File: src/pkg/srw_pkg.sv
// Purpose: shared constants for the reset sequencer and watchdog
// Assumes: 200 MHz system clock, byte-wide registers on a 32-bit bus
// Notes:   long counts become top-level parameters with these defaults
package srw_pkg;
	// ----------------------------------------------------------------
	// clock and timing
	// ----------------------------------------------------------------
	localparam int unsigned     CLK_HZ         = 200_000_000;
	localparam int unsigned     CLK_MHZ        = CLK_HZ / 1_000_000;
	localparam int unsigned     WDOSC_HZ       = 128_000;
	localparam int unsigned     WD_DIV_CYC     = CLK_HZ / WDOSC_HZ;
	localparam longint unsigned TOUT_SHORT_MS  = 4;
	localparam longint unsigned TOUT_LONG_MS   = 64;
	localparam longint unsigned TOUT_SHORT_CYC = TOUT_SHORT_MS * CLK_HZ / 1000;
	localparam longint unsigned TOUT_LONG_CYC  = TOUT_LONG_MS * CLK_HZ / 1000;
	localparam int unsigned     TOUT_MIN_CYC   = 16;
	localparam int unsigned     CLOCK_SELECT_FUSE_XTRA_CYC = 6;
	localparam int unsigned     EXT_MIN_NS     = 2500;
	localparam int unsigned     BOD_MIN_NS     = 2000;
	localparam int unsigned     EXT_MIN_CYC    = (EXT_MIN_NS * CLK_MHZ + 999) / 1000;
	localparam int unsigned     BOD_MIN_CYC    = (BOD_MIN_NS * CLK_MHZ + 999) / 1000;
	localparam int unsigned     DLY_W          = 24;
	localparam int unsigned     FILT_W         = 12;
	localparam int unsigned     WDCNT_W        = 21;
	localparam int unsigned     WD_BASE_CYC    = 2048;
	localparam logic [3:0]      WDP_MAX        = 4'h9;
	localparam logic [2:0]      WATCHDOG_CHANGE_ENABLE_HOLD_CYC  = 3'h4;
	// ----------------------------------------------------------------
	// fuse codes
	// ----------------------------------------------------------------
	localparam logic [1:0]      SUT_MIN        = 2'h0;
	localparam logic [1:0]      SUT_SHORT      = 2'h1;
	localparam logic [3:0]      CLOCK_SELECT_FUSE_EXTCLK   = 4'h0;
	// ----------------------------------------------------------------
	// register map and fields
	// ----------------------------------------------------------------
	localparam logic [3:0]      REG_STATUS     = 4'h0;
	localparam logic [3:0]      REG_WDCTL      = 4'h4;
	localparam logic [3:0]      REG_SEQ        = 4'h8;
	localparam int unsigned     ST_POWER_ON_FLAG        = 0;
	localparam int unsigned     ST_EXTRF       = 1;
	localparam int unsigned     ST_BORF        = 2;
	localparam int unsigned     ST_WATCHDOG_RESET_FLAG        = 3;
	localparam int unsigned     WD_E           = 3;
	localparam int unsigned     WD_CE          = 4;
	localparam int unsigned     WD_P3          = 5;
	localparam int unsigned     WD_IE          = 6;
	localparam int unsigned     WD_IF          = 7;
	localparam logic [1:0]      RESP_OKAY      = 2'h0;
	localparam logic [1:0]      RESP_SLVERR    = 2'h2;
	typedef enum logic [1:0] {
		SQ_HOLD  = 2'b00,
		SQ_DELAY = 2'b01,
		SQ_RUN   = 2'b10
	} srw_seq_e;
endpackage

File: src/verilog/srw_reset_watchdog.sv
// Purpose: reset source combiner, start-up delay, watchdog, reset flags
// Assumes: one clock; the watchdog oscillator is an enable divided from it
// Notes:   registers over AXI4-Lite, one byte per aligned word
`timescale 1ns/1ps
module srw_reset_watchdog
	import srw_pkg::*;
#(
	parameter int unsigned DELAY_MIN_CYC   = srw_pkg::TOUT_MIN_CYC,
	parameter int unsigned DELAY_SHORT_CYC = 32'(srw_pkg::TOUT_SHORT_CYC),
	parameter int unsigned DELAY_LONG_CYC  = 32'(srw_pkg::TOUT_LONG_CYC),
	parameter int unsigned WD_DIV          = srw_pkg::WD_DIV_CYC
)(
	input  wire logic        clk,
	input  wire logic        nrst,
	input  wire logic        porActive,
	input  wire logic        resetPinN,
	input  wire logic        resetPinEnable,
	input  wire logic        brownoutBelow,
	input  wire logic        brownoutEnableFuse,
	input  wire logic [1:0]  startupTimeFuse,
	input  wire logic [3:0]  clockSelectFuse,
	input  wire logic        watchdogAlwaysOnFuse,
	input  wire logic        watchdogRestart,
	input  wire logic        watchdogIrqAck,
	input  wire logic        comparatorBandgapSelect,
	input  wire logic        adcEnable,
	output logic             chipResetN,
	output logic             ioResetN,
	output logic             watchdogIrq,
	output logic             bandgapEnable,
	input  wire logic [3:0]  awaddr,
	input  wire logic        awvalid,
	output logic             awready,
	input  wire logic [31:0] wdata,
	input  wire logic [3:0]  wstrb,
	input  wire logic        wvalid,
	output logic             wready,
	output logic [1:0]       bresp,
	output logic             bvalid,
	input  wire logic        bready,
	input  wire logic [3:0]  araddr,
	input  wire logic        arvalid,
	output logic             arready,
	output logic [31:0]      rdata,
	output logic [1:0]       rresp,
	output logic             rvalid,
	input  wire logic        rready
);
	import srw_pkg::*;

	initial
	begin
		if (WD_DIV < 2 || DELAY_MIN_CYC < 1)
			$error("divider and minimum delay must be at least two and one");
		if (64'(DELAY_LONG_CYC) + 64'(CLOCK_SELECT_FUSE_XTRA_CYC) >= (64'h1 << DLY_W))
			$error("delay counts do not fit the delay counter");
	end

	// ----------------------------------------------------------------
	// reset sources
	// ----------------------------------------------------------------
	logic [FILT_W-1:0] extCntQ;
	logic [FILT_W-1:0] bodCntQ;
	logic              wdPulseQ;
	wire               extLow   = resetPinEnable & ~resetPinN;
	wire               bodLow   = brownoutEnableFuse & brownoutBelow;
	wire               extTrig  = extCntQ == FILT_W'(EXT_MIN_CYC);
	wire               bodTrig  = bodCntQ == FILT_W'(BOD_MIN_CYC);
	wire               srcActive = porActive | extTrig | bodTrig | wdPulseQ;

	always_ff @(posedge clk)
	begin
		if (!nrst || !extLow)
			extCntQ <= '0;
		else if (!extTrig)
			extCntQ <= extCntQ + 1'b1;
	end

	always_ff @(posedge clk)
	begin
		if (!nrst || !bodLow)
			bodCntQ <= '0;
		else if (!bodTrig)
			bodCntQ <= bodCntQ + 1'b1;
	end

	// ----------------------------------------------------------------
	// start-up delay sequencer
	// ----------------------------------------------------------------
	srw_seq_e          seqQ;
	srw_seq_e          seqD;
	logic [DLY_W-1:0]  dlyCntQ;
	wire [DLY_W-1:0]   sutCyc = (startupTimeFuse == SUT_MIN)   ? DLY_W'(DELAY_MIN_CYC) :
	                            (startupTimeFuse == SUT_SHORT) ? DLY_W'(DELAY_SHORT_CYC) :
	                                                             DLY_W'(DELAY_LONG_CYC);
	wire [DLY_W-1:0]   delayLoad = sutCyc + ((clockSelectFuse == CLOCK_SELECT_FUSE_EXTCLK) ?
	                                         DLY_W'(0) : DLY_W'(CLOCK_SELECT_FUSE_XTRA_CYC));
	wire               inReset = seqQ != SQ_RUN;

	always_comb
	begin
		seqD = seqQ;
		case (seqQ)
			SQ_HOLD:  seqD = srcActive ? SQ_HOLD : SQ_DELAY;
			SQ_DELAY: seqD = srcActive ? SQ_HOLD : (dlyCntQ == '0) ? SQ_RUN : SQ_DELAY;
			SQ_RUN:   seqD = srcActive ? SQ_HOLD : SQ_RUN;
			default:  seqD = SQ_HOLD;
		endcase
	end

	always_ff @(posedge clk)
	begin
		if (!nrst)
		begin
			seqQ       <= SQ_HOLD;
			dlyCntQ    <= '0;
			chipResetN <= 1'b0;
			ioResetN   <= 1'b0;
		end
		else
		begin
			seqQ       <= seqD;
			// count starts when the last source drops, incl. the pulse's falling edge
			dlyCntQ    <= (seqQ == SQ_HOLD) ? delayLoad - 1'b1 : dlyCntQ - 1'b1;
			chipResetN <= seqD == SQ_RUN;
			ioResetN   <= ~srcActive;
		end
	end

	// ----------------------------------------------------------------
	// register bus
	// ----------------------------------------------------------------
	logic        awHeldQ;
	logic        wHeldQ;
	logic [3:0]  awAddrQ;
	logic [7:0]  wByteQ;
	logic        wLaneQ;
	logic [3:0]  rflagsQ;
	logic        wdifQ;
	logic        wdieQ;
	logic        wdeQ;
	logic        wdceQ;
	logic [3:0]  wdpQ;
	logic [2:0]  wdceCntQ;
	wire         wrFire   = awHeldQ & wHeldQ & ~bvalid;
	wire         wrMapped = awAddrQ[3:2] <= REG_SEQ[3:2];
	wire         wrStatus = wrFire & wLaneQ & (awAddrQ[3:2] == REG_STATUS[3:2]);
	wire         wrWdctl  = wrFire & wLaneQ & (awAddrQ[3:2] == REG_WDCTL[3:2]);
	wire         level2   = watchdogAlwaysOnFuse;
	wire         wdeEff   = level2 | wdeQ | rflagsQ[ST_WATCHDOG_RESET_FLAG];
	wire [7:0]   wdctlRd  = {wdifQ, wdieQ, wdpQ[3], wdceQ, wdeEff, wdpQ[2:0]};
	wire [7:0]   seqRd    = {5'h00, level2, seqQ == SQ_DELAY, inReset};
	wire         rdMapped = araddr[3:2] <= REG_SEQ[3:2];
	wire [7:0]   rdByte   = (araddr[3:2] == REG_STATUS[3:2]) ? {4'h0, rflagsQ} :
	                        (araddr[3:2] == REG_WDCTL[3:2])  ? wdctlRd : seqRd;

	always_ff @(posedge clk)
	begin
		if (!nrst)
		begin
			awready <= 1'b0;
			wready  <= 1'b0;
			awHeldQ <= 1'b0;
			wHeldQ  <= 1'b0;
			awAddrQ <= '0;
			wByteQ  <= '0;
			wLaneQ  <= 1'b0;
			bvalid  <= 1'b0;
			bresp   <= RESP_OKAY;
		end
		else
		begin
			awready <= awvalid & ~awready & ~awHeldQ & ~bvalid;
			wready  <= wvalid & ~wready & ~wHeldQ & ~bvalid;
			if (awvalid && awready)
			begin
				awHeldQ <= 1'b1;
				awAddrQ <= awaddr;
			end
			if (wvalid && wready)
			begin
				wHeldQ <= 1'b1;
				wByteQ <= wdata[7:0];
				wLaneQ <= wstrb[0];
			end
			if (wrFire)
			begin
				awHeldQ <= 1'b0;
				wHeldQ  <= 1'b0;
				bvalid  <= 1'b1;
				bresp   <= wrMapped ? RESP_OKAY : RESP_SLVERR;
			end
			else if (bready)
				bvalid <= 1'b0;
		end
	end

	always_ff @(posedge clk)
	begin
		if (!nrst)
		begin
			arready <= 1'b0;
			rvalid  <= 1'b0;
			rdata   <= '0;
			rresp   <= RESP_OKAY;
		end
		else
		begin
			arready <= arvalid & ~arready & ~rvalid;
			if (arvalid && arready)
			begin
				rvalid <= 1'b1;
				rdata  <= rdMapped ? {24'h000000, rdByte} : 32'h00000000;
				rresp  <= rdMapped ? RESP_OKAY : RESP_SLVERR;
			end
			else if (rready)
				rvalid <= 1'b0;
		end
	end

	// ----------------------------------------------------------------
	// reset cause flags: a cause in the clearing cycle still sets
	// ----------------------------------------------------------------
	wire [3:0] flagClr = wrStatus ? ~wByteQ[3:0] : 4'h0;
	wire [3:0] flagSet = {wdPulseQ, bodTrig, extTrig, porActive};

	always_ff @(posedge clk)
	begin
		if (!nrst)
			rflagsQ <= '0;
		else if (porActive)
			rflagsQ <= 4'h1 << ST_POWER_ON_FLAG;
		else
			rflagsQ <= (rflagsQ & ~flagClr) | flagSet;
	end

	// ----------------------------------------------------------------
	// watchdog control, safety levels and timed sequence
	// ----------------------------------------------------------------
	logic              wdExpQ;
	wire               wdceSet  = wrWdctl & wByteQ[WD_CE] & wByteQ[WD_E];
	wire [3:0]         wdpWr    = {wByteQ[WD_P3], wByteQ[2:0]};
	wire               wdpOk    = ~level2 | wdceQ;
	wire               wdeClrOk = wdceQ & ~level2;

	always_ff @(posedge clk)
	begin
		if (!nrst || inReset)
		begin
			// chip reset brings control back to its initial values
			wdieQ    <= 1'b0;
			wdeQ     <= 1'b0;
			wdpQ     <= '0;
			wdceQ    <= 1'b0;
			wdceCntQ <= '0;
		end
		else
		begin
			if (wdceSet)
			begin
				wdceQ    <= 1'b1;
				wdceCntQ <= WATCHDOG_CHANGE_ENABLE_HOLD_CYC - 1'b1;
			end
			else if (wdceQ)
			begin
				wdceCntQ <= wdceCntQ - 1'b1;
				wdceQ    <= wdceCntQ != '0;
			end
			if (wrWdctl && (wByteQ[WD_E] || wdeClrOk))
				wdeQ <= wByteQ[WD_E];
			if (wrWdctl && wdpOk)
				wdpQ <= wdpWr;
			if (wdExpQ && wdieQ && wdeEff)
				wdieQ <= 1'b0;  // reset stays armed behind one interrupt
			else if (wrWdctl)
				wdieQ <= wByteQ[WD_IE];
		end
	end

	always_ff @(posedge clk)
	begin
		if (!nrst || inReset)
			wdifQ <= 1'b0;
		else if (wdExpQ && wdieQ)
			wdifQ <= 1'b1;
		else if (watchdogIrqAck || (wrWdctl && wByteQ[WD_IF]))
			wdifQ <= 1'b0;
	end

	// ----------------------------------------------------------------
	// watchdog counter on the divided oscillator tick
	// ----------------------------------------------------------------
	logic [15:0]        divCntQ;
	logic               tickQ;
	logic [WDCNT_W-1:0] wdCntQ;
	wire                wdRun    = wdeEff | wdieQ;
	wire [3:0]          wdpUse   = (wdpQ > WDP_MAX) ? WDP_MAX : wdpQ;
	wire [WDCNT_W-1:0]  wdLimit  = (WDCNT_W'(WD_BASE_CYC) << wdpUse) - 1'b1;
	wire                wdExpire = tickQ & wdRun & (wdCntQ == wdLimit);

	always_ff @(posedge clk)
	begin
		if (!nrst || divCntQ == 16'(WD_DIV - 1))
			divCntQ <= '0;
		else
			divCntQ <= divCntQ + 1'b1;
		tickQ <= nrst && divCntQ == 16'(WD_DIV - 1);
	end

	always_ff @(posedge clk)
	begin
		if (!nrst || inReset || !wdRun || watchdogRestart)
			wdCntQ <= '0;
		else if (tickQ)
			wdCntQ <= (wdCntQ == wdLimit) ? '0 : wdCntQ + 1'b1;
	end

	always_ff @(posedge clk)
	begin
		if (!nrst)
		begin
			wdExpQ        <= 1'b0;
			wdPulseQ      <= 1'b0;
			watchdogIrq   <= 1'b0;
			bandgapEnable <= 1'b0;
		end
		else
		begin
			wdExpQ        <= wdExpire & ~watchdogRestart;
			wdPulseQ      <= wdExpQ & wdeEff & ~wdieQ;
			watchdogIrq   <= wdifQ;
			bandgapEnable <= brownoutEnableFuse | comparatorBandgapSelect | adcEnable;
		end
	end
endmodule

File: config.mk
export PLATFORM = sky130hd
export DESIGN_NAME = srw_reset_watchdog
export DESIGN_NICKNAME = d
export VERILOG_FILES = /design/src/pkg/srw_pkg.sv /design/src/verilog/srw_reset_watchdog.sv
export SDC_FILE = /design/constraint.sdc
export NUM_CORES = 1
export LEC_CHECK = 0
export ABC_AREA = 1
export BUFFER_PORTS_ARGS = -buffer_cell sky130_fd_sc_hd__buf_2
export CORE_MARGIN = 4
export CORE_UTILIZATION = 57
export CTS_BUF_LIST = sky130_fd_sc_hd__clkbuf_16
export DETAILED_ROUTE_END_ITERATION = 7
export GPL_TIMING_DRIVEN = 0
export PLACE_DENSITY_LB_ADDON = 0.25
export SYNTH_ARGS = -nofsm -noshare
export SYNTH_HDL_FRONTEND = slang
export SYNTH_SLANG_ARGS = --single-unit
File: constraint.sdc
create_clock -name clk -period 2.1 [get_ports clk]
set_clock_uncertainty 0.05 [all_clocks]
set_input_delay 0.21 -clock clk [delete_from_list [all_inputs] [get_ports clk]]
set_output_delay 0.21 -clock clk [all_outputs]
set_load 0.005 [all_outputs]
==> flow_summary.yaml, run 1 <==
run_status:
  status: "finished, final reports clean"
grt:
  antenna_found_initial: 0
  grt_pass1_vias: 6032
  grt_start_max_net_pins: 17
  grt_overflow: 0
  grt_pass1_wl_um: 26900
  grt_use_total_pct: 23.1
logic_synthesis:
  synth_compound_area_share_pct: 11.7
  ys_ff_latch: 137
  synth_top_family_by_area: "simple AND/OR/NAND/NOR gates"
  yosys.area.top_type: "dfxtp_1"
  synth.distinct_cells: 46
  ys_seq_area_share_pct: 39.6
  netlist_instances: 964
  synthArstFlopShare_pct: 0
  syn_area_mm2: 0.00692
  yosysWarnings: 0
  yosys-mux-area-fraction_pct: 0
  yosys.area_share.xor_xnor_pct: 3.65
  synthTopCellsByArea: "dfxtp_1 40%, nand2_1 9.7%, inv_1 6.6%"
  ys.flop_type: "dfxtp_1"
  synth_edf_count: 0
  synth_top_area_share_pct: 39.6
  syn_avg_cell_area_um2: 7.18
  synth_adder_area_share_pct: 2.53
  synthSimpleGateAreaFrac_pct: 30.8
pwr:
  p_comb_share_pct: 6.9
  pwr-share-seq_pct: 45.5
  power.switching_fraction_pct: 23.4
  power.total_mw: 5.94
  switching_power_mw: 1.39
  leakagePower_nw: 3.51
  power_density_mw_per_mm2: 711
  ir_drop_mv: 0.519
  power.internal_mw: 4.55
  clockPowerShare_pct: 47.6
critical_path:
  timing.rr.end: "wdCntQ[15]"
  crit_start: "wdpQ[3]"
  critPathLaunchType: "register"
  arrival_ps: 2310
  required_ps: 2370
  crit_type: "reg -> reg"
  worst-r2r-cell-count: 15
  endpoint_kind: "register"
  worstPathMaxFanout: 10
  reg2reg_slack_ps: 60
  endpoint: "wdCntQ[15]"
  crit-reg2reg-launch: "wdpQ[3]"
finish:
  fillers: 936
  drive_gt1_share_pct: 19.2
  fin_cells: 1246
  area_growth_syn_to_layout_pct: 20.6
  nets: 1171
  antennaDiodeCount: 0
  final_core_util_pct: 71.6
  design_area_mm2: 0.00835
clock_network:
  clkTransAtPathRegs_ps: 60
  cts_tree: "yes"
  clock_path_buffers: 2
  clk_latency_ps: 420
  cts_root_buf: "clkbuf_16"
  cts_sinks: 137
  cts_buffers: 17
  cts_max_level: 4
sta:
  rsz0062_at_grt: "yes"
  slew_viol_final: 0
  tns_ps: 0
  worstMarginPinSlew_ps: 600
  setup_viol: 0
  period_share_pct: 97.1
  finalCriticalPeriod_ps: 2040
  relSlewSlack_pct: 60.0
  clock.fmax_ghz: 0.490
  finalHoldViolCount: 0
route:
  wirelength_um: 16100
  top_layer_used: "met4"
  drt_iter0_drc: 435
  wl_met2_um: 7810
  drc: 0
  wl_met3_um: 802
  drt-vias-per-instance: 5.19
  vias: 6469
  ant_nets: 0
  wire_per_inst_um: 12.9
  dr.pass1.iters: 6
  drt-met1-wl_um: 7180
floorplanning:
  die_x_um: 118
  fp-row-count: 39
  dieArea_mm2: 0.0140
  start_util_pct: 59.4
  ios: 112
  fp.dieH_um: 118
  core-area_mm2: 0.0117
placement:
  postPlaceCellArea_mm2: 0.00747
  dpl.hpwl_um: 11600
  routabilityCongestion: 0.907
  place_inst: 1186
  io_buffers: 54
hold_path:
  worstHoldPathType: "in -> reg"
flow_run:
  max_cap_violations: 0
==> per-stage QoR <==
step | setup slack [ps] | hold WS, ps
3_3_place_gp | -100 | 363
6_report | 60.9 | 25.2
5_1_grt | -145 | 32.1
4_1_cts | 1.43 | 2.76
2_1_floorplan | 147 | 278
3_5_place_dp | -123 | 363
==> cells in the mapped netlist, types with 3 or more instances <==
cell      count
nand2_1     179
nand2_2      10
a211oi_1      3
a21oi_1      70
nor4_1       14
xor2_1       18
inv_2        24
nor3b_1       5
and3_1        3
nor2_4        4
nor2_2       13
xnor2_1       9
inv_1       122
dfxtp_1     137
clkbuf_1      5
nand4_1      17
buf_4        26
nand3_1      36
nand4_2       4
nand3_2       5
o21ai_0      53
nor3_2        9
nor3_1       38
o211ai_1      4
nor2_1      106
ha_1         14
buf_2         3
o21a_1        3
o21ai_1       9
==> metal layers <==
layer | global-route usage, % | up-vias
met5 | 0 | -
met4 | 8.79 | 0
met3 | 5.21 | 26
met2 | 38.8 | 155
met1 | 28.9 | 2951
li1 | - | 3337
==> cell families (layout without fill, tap and decap cells) <==
kind of cell / after synthesis / in the layout
AOI/OAI and AO/OA: 151 / 151
and+or+nand+nor: 449 / 449
adders and majority gates: 14 / 14
buffers and inverters: 184 / 298
xor gates and xnor gates: 28 / 28
DFF: 137 / 137
other: 1 / 26
==> worst max-delay path: stages, from the launching register on <==
cell	delay, ps
dfxtp_4	380
nor2_4	120
nand3_2	100
ha_4	300
inv_2	40
nand2_1	50
nand2_1	40
nor2_1	90
nand3_1	70
nor2_1	90
nand4_1	80
nor2_1	120
nand3_2	120
buf_8	180
nand2_2	70
inv_2	30
==> registers in the layout, summed over array words and instances, names as in the netlist, 2 cells and up <==
name	cells
awAddrQ	2
bodCntQ	12
divCntQ	16
dlyCntQ	24
extCntQ	12
rdata	8
rflagsQ	4
seqQ	2
wByteQ	8
wdCntQ	21
wdceCntQ	3
wdpQ	4
==> worst min path at each step <==
stage	startpoint	end	slack [ps]	depth (start not counted)
after floorplan	arvalid	arready	280	2
after global placement	wHeldQ	wready	360	1
after detailed placement	wHeldQ	wready	360	1
after CTS	wdata[0]	wByteQ[0]	3	3
after global routing	wdata[0]	wByteQ[0]	30	3
final	wdata[0]	wByteQ[0]	30	3
==> what timing repair did <==
item	CTS	global route
pin swaps	0	1
gates resized for setup	7	17
hold buffers	13	0
endpoints found under the hold margin	13	0
endpoints found under the setup margin	16	17
buffers inserted	1	14
cloned	0	0
==> layout by cell type, fill, tap and decap left out, drive strengths merged <==
master | Yosys | final
a22oi | 1 | 1
a32o | 2 | 2
or2 | 2 | 2
o221ai | 1 | 1
conb | 1 | 26
dfxtp | 137 | 137
o2111ai | 1 | 1
nand2 | 189 | 189
bufinv | 0 | 2
a311oi | 1 | 1
a31oi | 1 | 1
o21ai | 62 | 62
o31ai | 2 | 2
nor2 | 123 | 123
clkinvlp | 0 | 3
nor3 | 48 | 48
a211oi | 3 | 3
nor4 | 15 | 15
ha | 14 | 14
and3 | 3 | 3
clkinv | 0 | 6
buf | 33 | 102
o211ai | 4 | 4
nand3 | 41 | 41
inv | 146 | 150
nand4 | 21 | 21
clkbuf | 5 | 22
nor3b | 6 | 6
o21a | 3 | 3
dlygate4sd3 | 0 | 13
a21oi | 70 | 70
xor2 | 19 | 19
nand3b | 1 | 1
xnor2 | 9 | 9
==> power by group through the flow <==
stage / sequential, mW / combinational [mW] / clock, mW
after floorplan: 2.75 / 0.272 / 0
after detailed placement: 2.76 / 0.383 / 0
after global placement: 2.76 / 0.374 / 0
after global routing: 2.71 / 0.469 / 2.99
final: 2.70 / 0.411 / 2.83
after CTS: 2.70 / 0.405 / 2.88
==> final cells by class <==
cell class / count / area (um2) / share of cell area [%]
multi-input combinational: 668 / 3520 / 42.1
sequential: 137 / 2750 / 33.0
inverter: 146 / 563 / 6.74
timing repair buffer: 82 / 513 / 6.14
clock buffer: 17 / 425 / 5.09
buffer: 38 / 263 / 3.15
tap: 143 / 179 / 2.14
clock inverter: 15 / 138 / 1.65
(Power assumes the default switching activity.)
==> run 2: changes to the inputs <==
--- a/config.mk
+++ b/config.mk
@@ -13,6 +13,7 @@
 export DETAILED_ROUTE_END_ITERATION = 7
 export GPL_TIMING_DRIVEN = 0
 export PLACE_DENSITY_LB_ADDON = 0.25
+export SETUP_SLACK_MARGIN = 0.5
 export SYNTH_ARGS = -nofsm -noshare
 export SYNTH_HDL_FRONTEND = slang
 export SYNTH_SLANG_ARGS = --single-unit
==> flow_summary.yaml, run 2 (synthesis gave the netlist of run 1 again) <==
hold_path:
  hold_depth: 3
  hold-path-endpoint: "wByteQ[2]"
  worstHoldPathType: "in -> reg"
  hp-start: "wdata[2]"
clock_network:
  cts_buffers: 17
  clk_latency_ps: 430
  cts_tree: "yes"
  cts_root_buf: "clkbuf_16"
  cts_sinks: 137
  clkTransAtPathRegs_ps: 60
  cts_max_level: 4
  clock_path_buffers: 2
sta:
  clock.fmax_ghz: 0.488
  slew_viol_final: 0
  period_share_pct: 97.7
  setup_viol: 0
  finalHoldViolCount: 0
  rsz0062_at_grt: "yes"
  finalCriticalPeriod_ps: 2050
  worstMarginPinSlew_ps: 728
  relSlewSlack_pct: 51.5
finish:
  fillers: 799
  fin_cells: 1286
  regMostFlops: "dlyCntQ"
  nets: 1211
  largest_reg_flops: 24
  largestRegisters: "dlyCntQ: 24 flops, wdCntQ: 21 flops, divCntQ: 16 flops"
  antennaDiodeCount: 0
  final_common_cell: "nand2_1"
  final_core_util_pct: 78.4
  final_cell_mix: "162 x nand2_1, 117 x dfxtp_1, 113 x inv_1"
  design_area_mm2: 0.00915
  area_growth_syn_to_layout_pct: 32.1
  drive_gt1_share_pct: 30.7
placement:
  place_inst: 1186
  io_buffers: 54
  routabilityCongestion: 0.921
  dpl.hpwl_um: 11500
  postPlaceCellArea_mm2: 0.00751
grt:
  antenna_found_initial: 1
  grt_start_max_net_pins: 17
  grt_use_total_pct: 23.9
  grt_pass1_wl_um: 27600
  grt_pass1_vias: 6051
  grt_overflow: 0
floorplanning:
  start_util_pct: 59.4
  fp.dieH_um: 118
  core-area_mm2: 0.0117
  dieArea_mm2: 0.0140
  die_x_um: 118
  ios: 112
  fp-row-count: 39
critical_path:
  crit_start: "wdpQ[3]"
  crit_type: "reg -> reg"
  arrival_ps: 2330
  worstPathMaxFanout: 10
  required_ps: 2380
  worst-r2r-cell-count: 15
  path_delay_family: "simple AND/OR/NAND/NOR gates"
  endpoint_kind: "register"
  slowest_delay_ps: 370
  worst_path_max_delay_cell: "dfxtp_4"
  timing.rr.end: "wdCntQ[15]"
  crit_buf_inv: 3
  crit-reg2reg-launch: "wdpQ[3]"
  crit_chain: "nor2_4, nand3_2, ha_4, inv_2, nand2_2, nand2_1, nor2_1, nand3_1, nor2_1, nand4_1, nor2_1, nand3_2, buf_8, nand2_2, inv_2"
  path_common_cell: "nor2_1"
  reg2reg_slack_ps: 50
  critPathLaunchType: "register"
pwr:
  pwr-share-seq_pct: 46.7
  power.switching_fraction_pct: 25.2
  switching_power_mw: 1.47
  leakagePower_nw: 3.91
  power_density_mw_per_mm2: 636
  clockPowerShare_pct: 44.8
  power.internal_mw: 4.35
  p_comb_share_pct: 8.5
  ir_drop_mv: 0.692
route:
  dr.pass1.iters: 5
  ant_nets: 0
  wire_per_inst_um: 15.0
  drt-vias-per-instance: 5.41
  drc: 0
  wirelength_um: 19300
  drt_iter0_drc: 542
  vias: 6961
run_status:
  status: "finished, final reports clean"
flow_run:
  max_cap_violations: 0
==> run 2: routing by layer <==
metal | GRT usage, % | vias to the layer above | wire length (um)
li1 | - | 3415 | -
met1 | 28.5 | 3252 | 7750
met2 | 40.6 | 241 | 9710
met3 | 6.92 | 51 | 1280
met4 | 9.08 | 2 | 514
met5 | 0 | - | 8
==> run 2: worst min-delay path, delay by kind of cell <==
family / cells / cell delay (ps)
buffers and inverters: 1 / 80
AOI/OAI and AO/OA: 1 / 80
and+or+nand+nor: 1 / 80
==> run 2: repair_timing <==
| action | in CTS | in global routing |
|---|---|---|
| pin swaps | 21 | 54 |
| resized for setup | 44 | 123 |
| endpoints found under the setup margin | 60 | 74 |
| setup buffers | 23 | 33 |
| gates cloned | 0 | 0 |
| hold buffers | 12 | 0 |
| hold endpoints to repair | 11 | 0 |
==> run 2: per-stage QoR <==
stage          hold slack, ps  TNS, ps  worst slack, ps  total power, mW
6_report                 12.3        0             49.2             5.81
3_3_place_gp              355        0             52.7             3.13
4_1_cts                  3.73        0             68.2             5.75
3_5_place_dp              361        0             24.9             3.14
5_1_grt                  31.2     -691            -82.8             6.01
2_1_floorplan             278        0              217             3.02
==> run 2: power groups by stage <==
stage,Clock [mW],Combinational (mW),Sequential (mW)
floorplan,0,0.272,2.75
global placement,0,0.375,2.75
detailed placement,0,0.381,2.76
CTS,2.62,0.429,2.70
global route,2.74,0.549,2.72
finish,2.60,0.497,2.71
==> run 2: worst max path at each step <==
| stage | slack [ps] | to | cells past startpoint |
|---|---|---|---|
| floorplan | 220 | wdCntQ[18] | 15 |
| global placement | 50 | wdCntQ[13] | 14 |
| detailed placement | 20 | wdCntQ[9] | 14 |
| CTS | 70 | wdCntQ[12] | 15 |
| global route | -80 | wdCntQ[7] | 15 |
| finish | 50 | wdCntQ[15] | 15 |
==> run 2: layout make-up <==
class	count	area [um2]	share of cell area, %
clock inverters	15	90.1	0.985
well taps	143	179	1.96
inverters	146	573	6.27
multi-input cells	668	3990	43.6
plain buffers	38	269	2.94
flip-flops and latches	137	2780	30.4
clock buffers	17	425	4.65
repair buffers	122	841	9.19
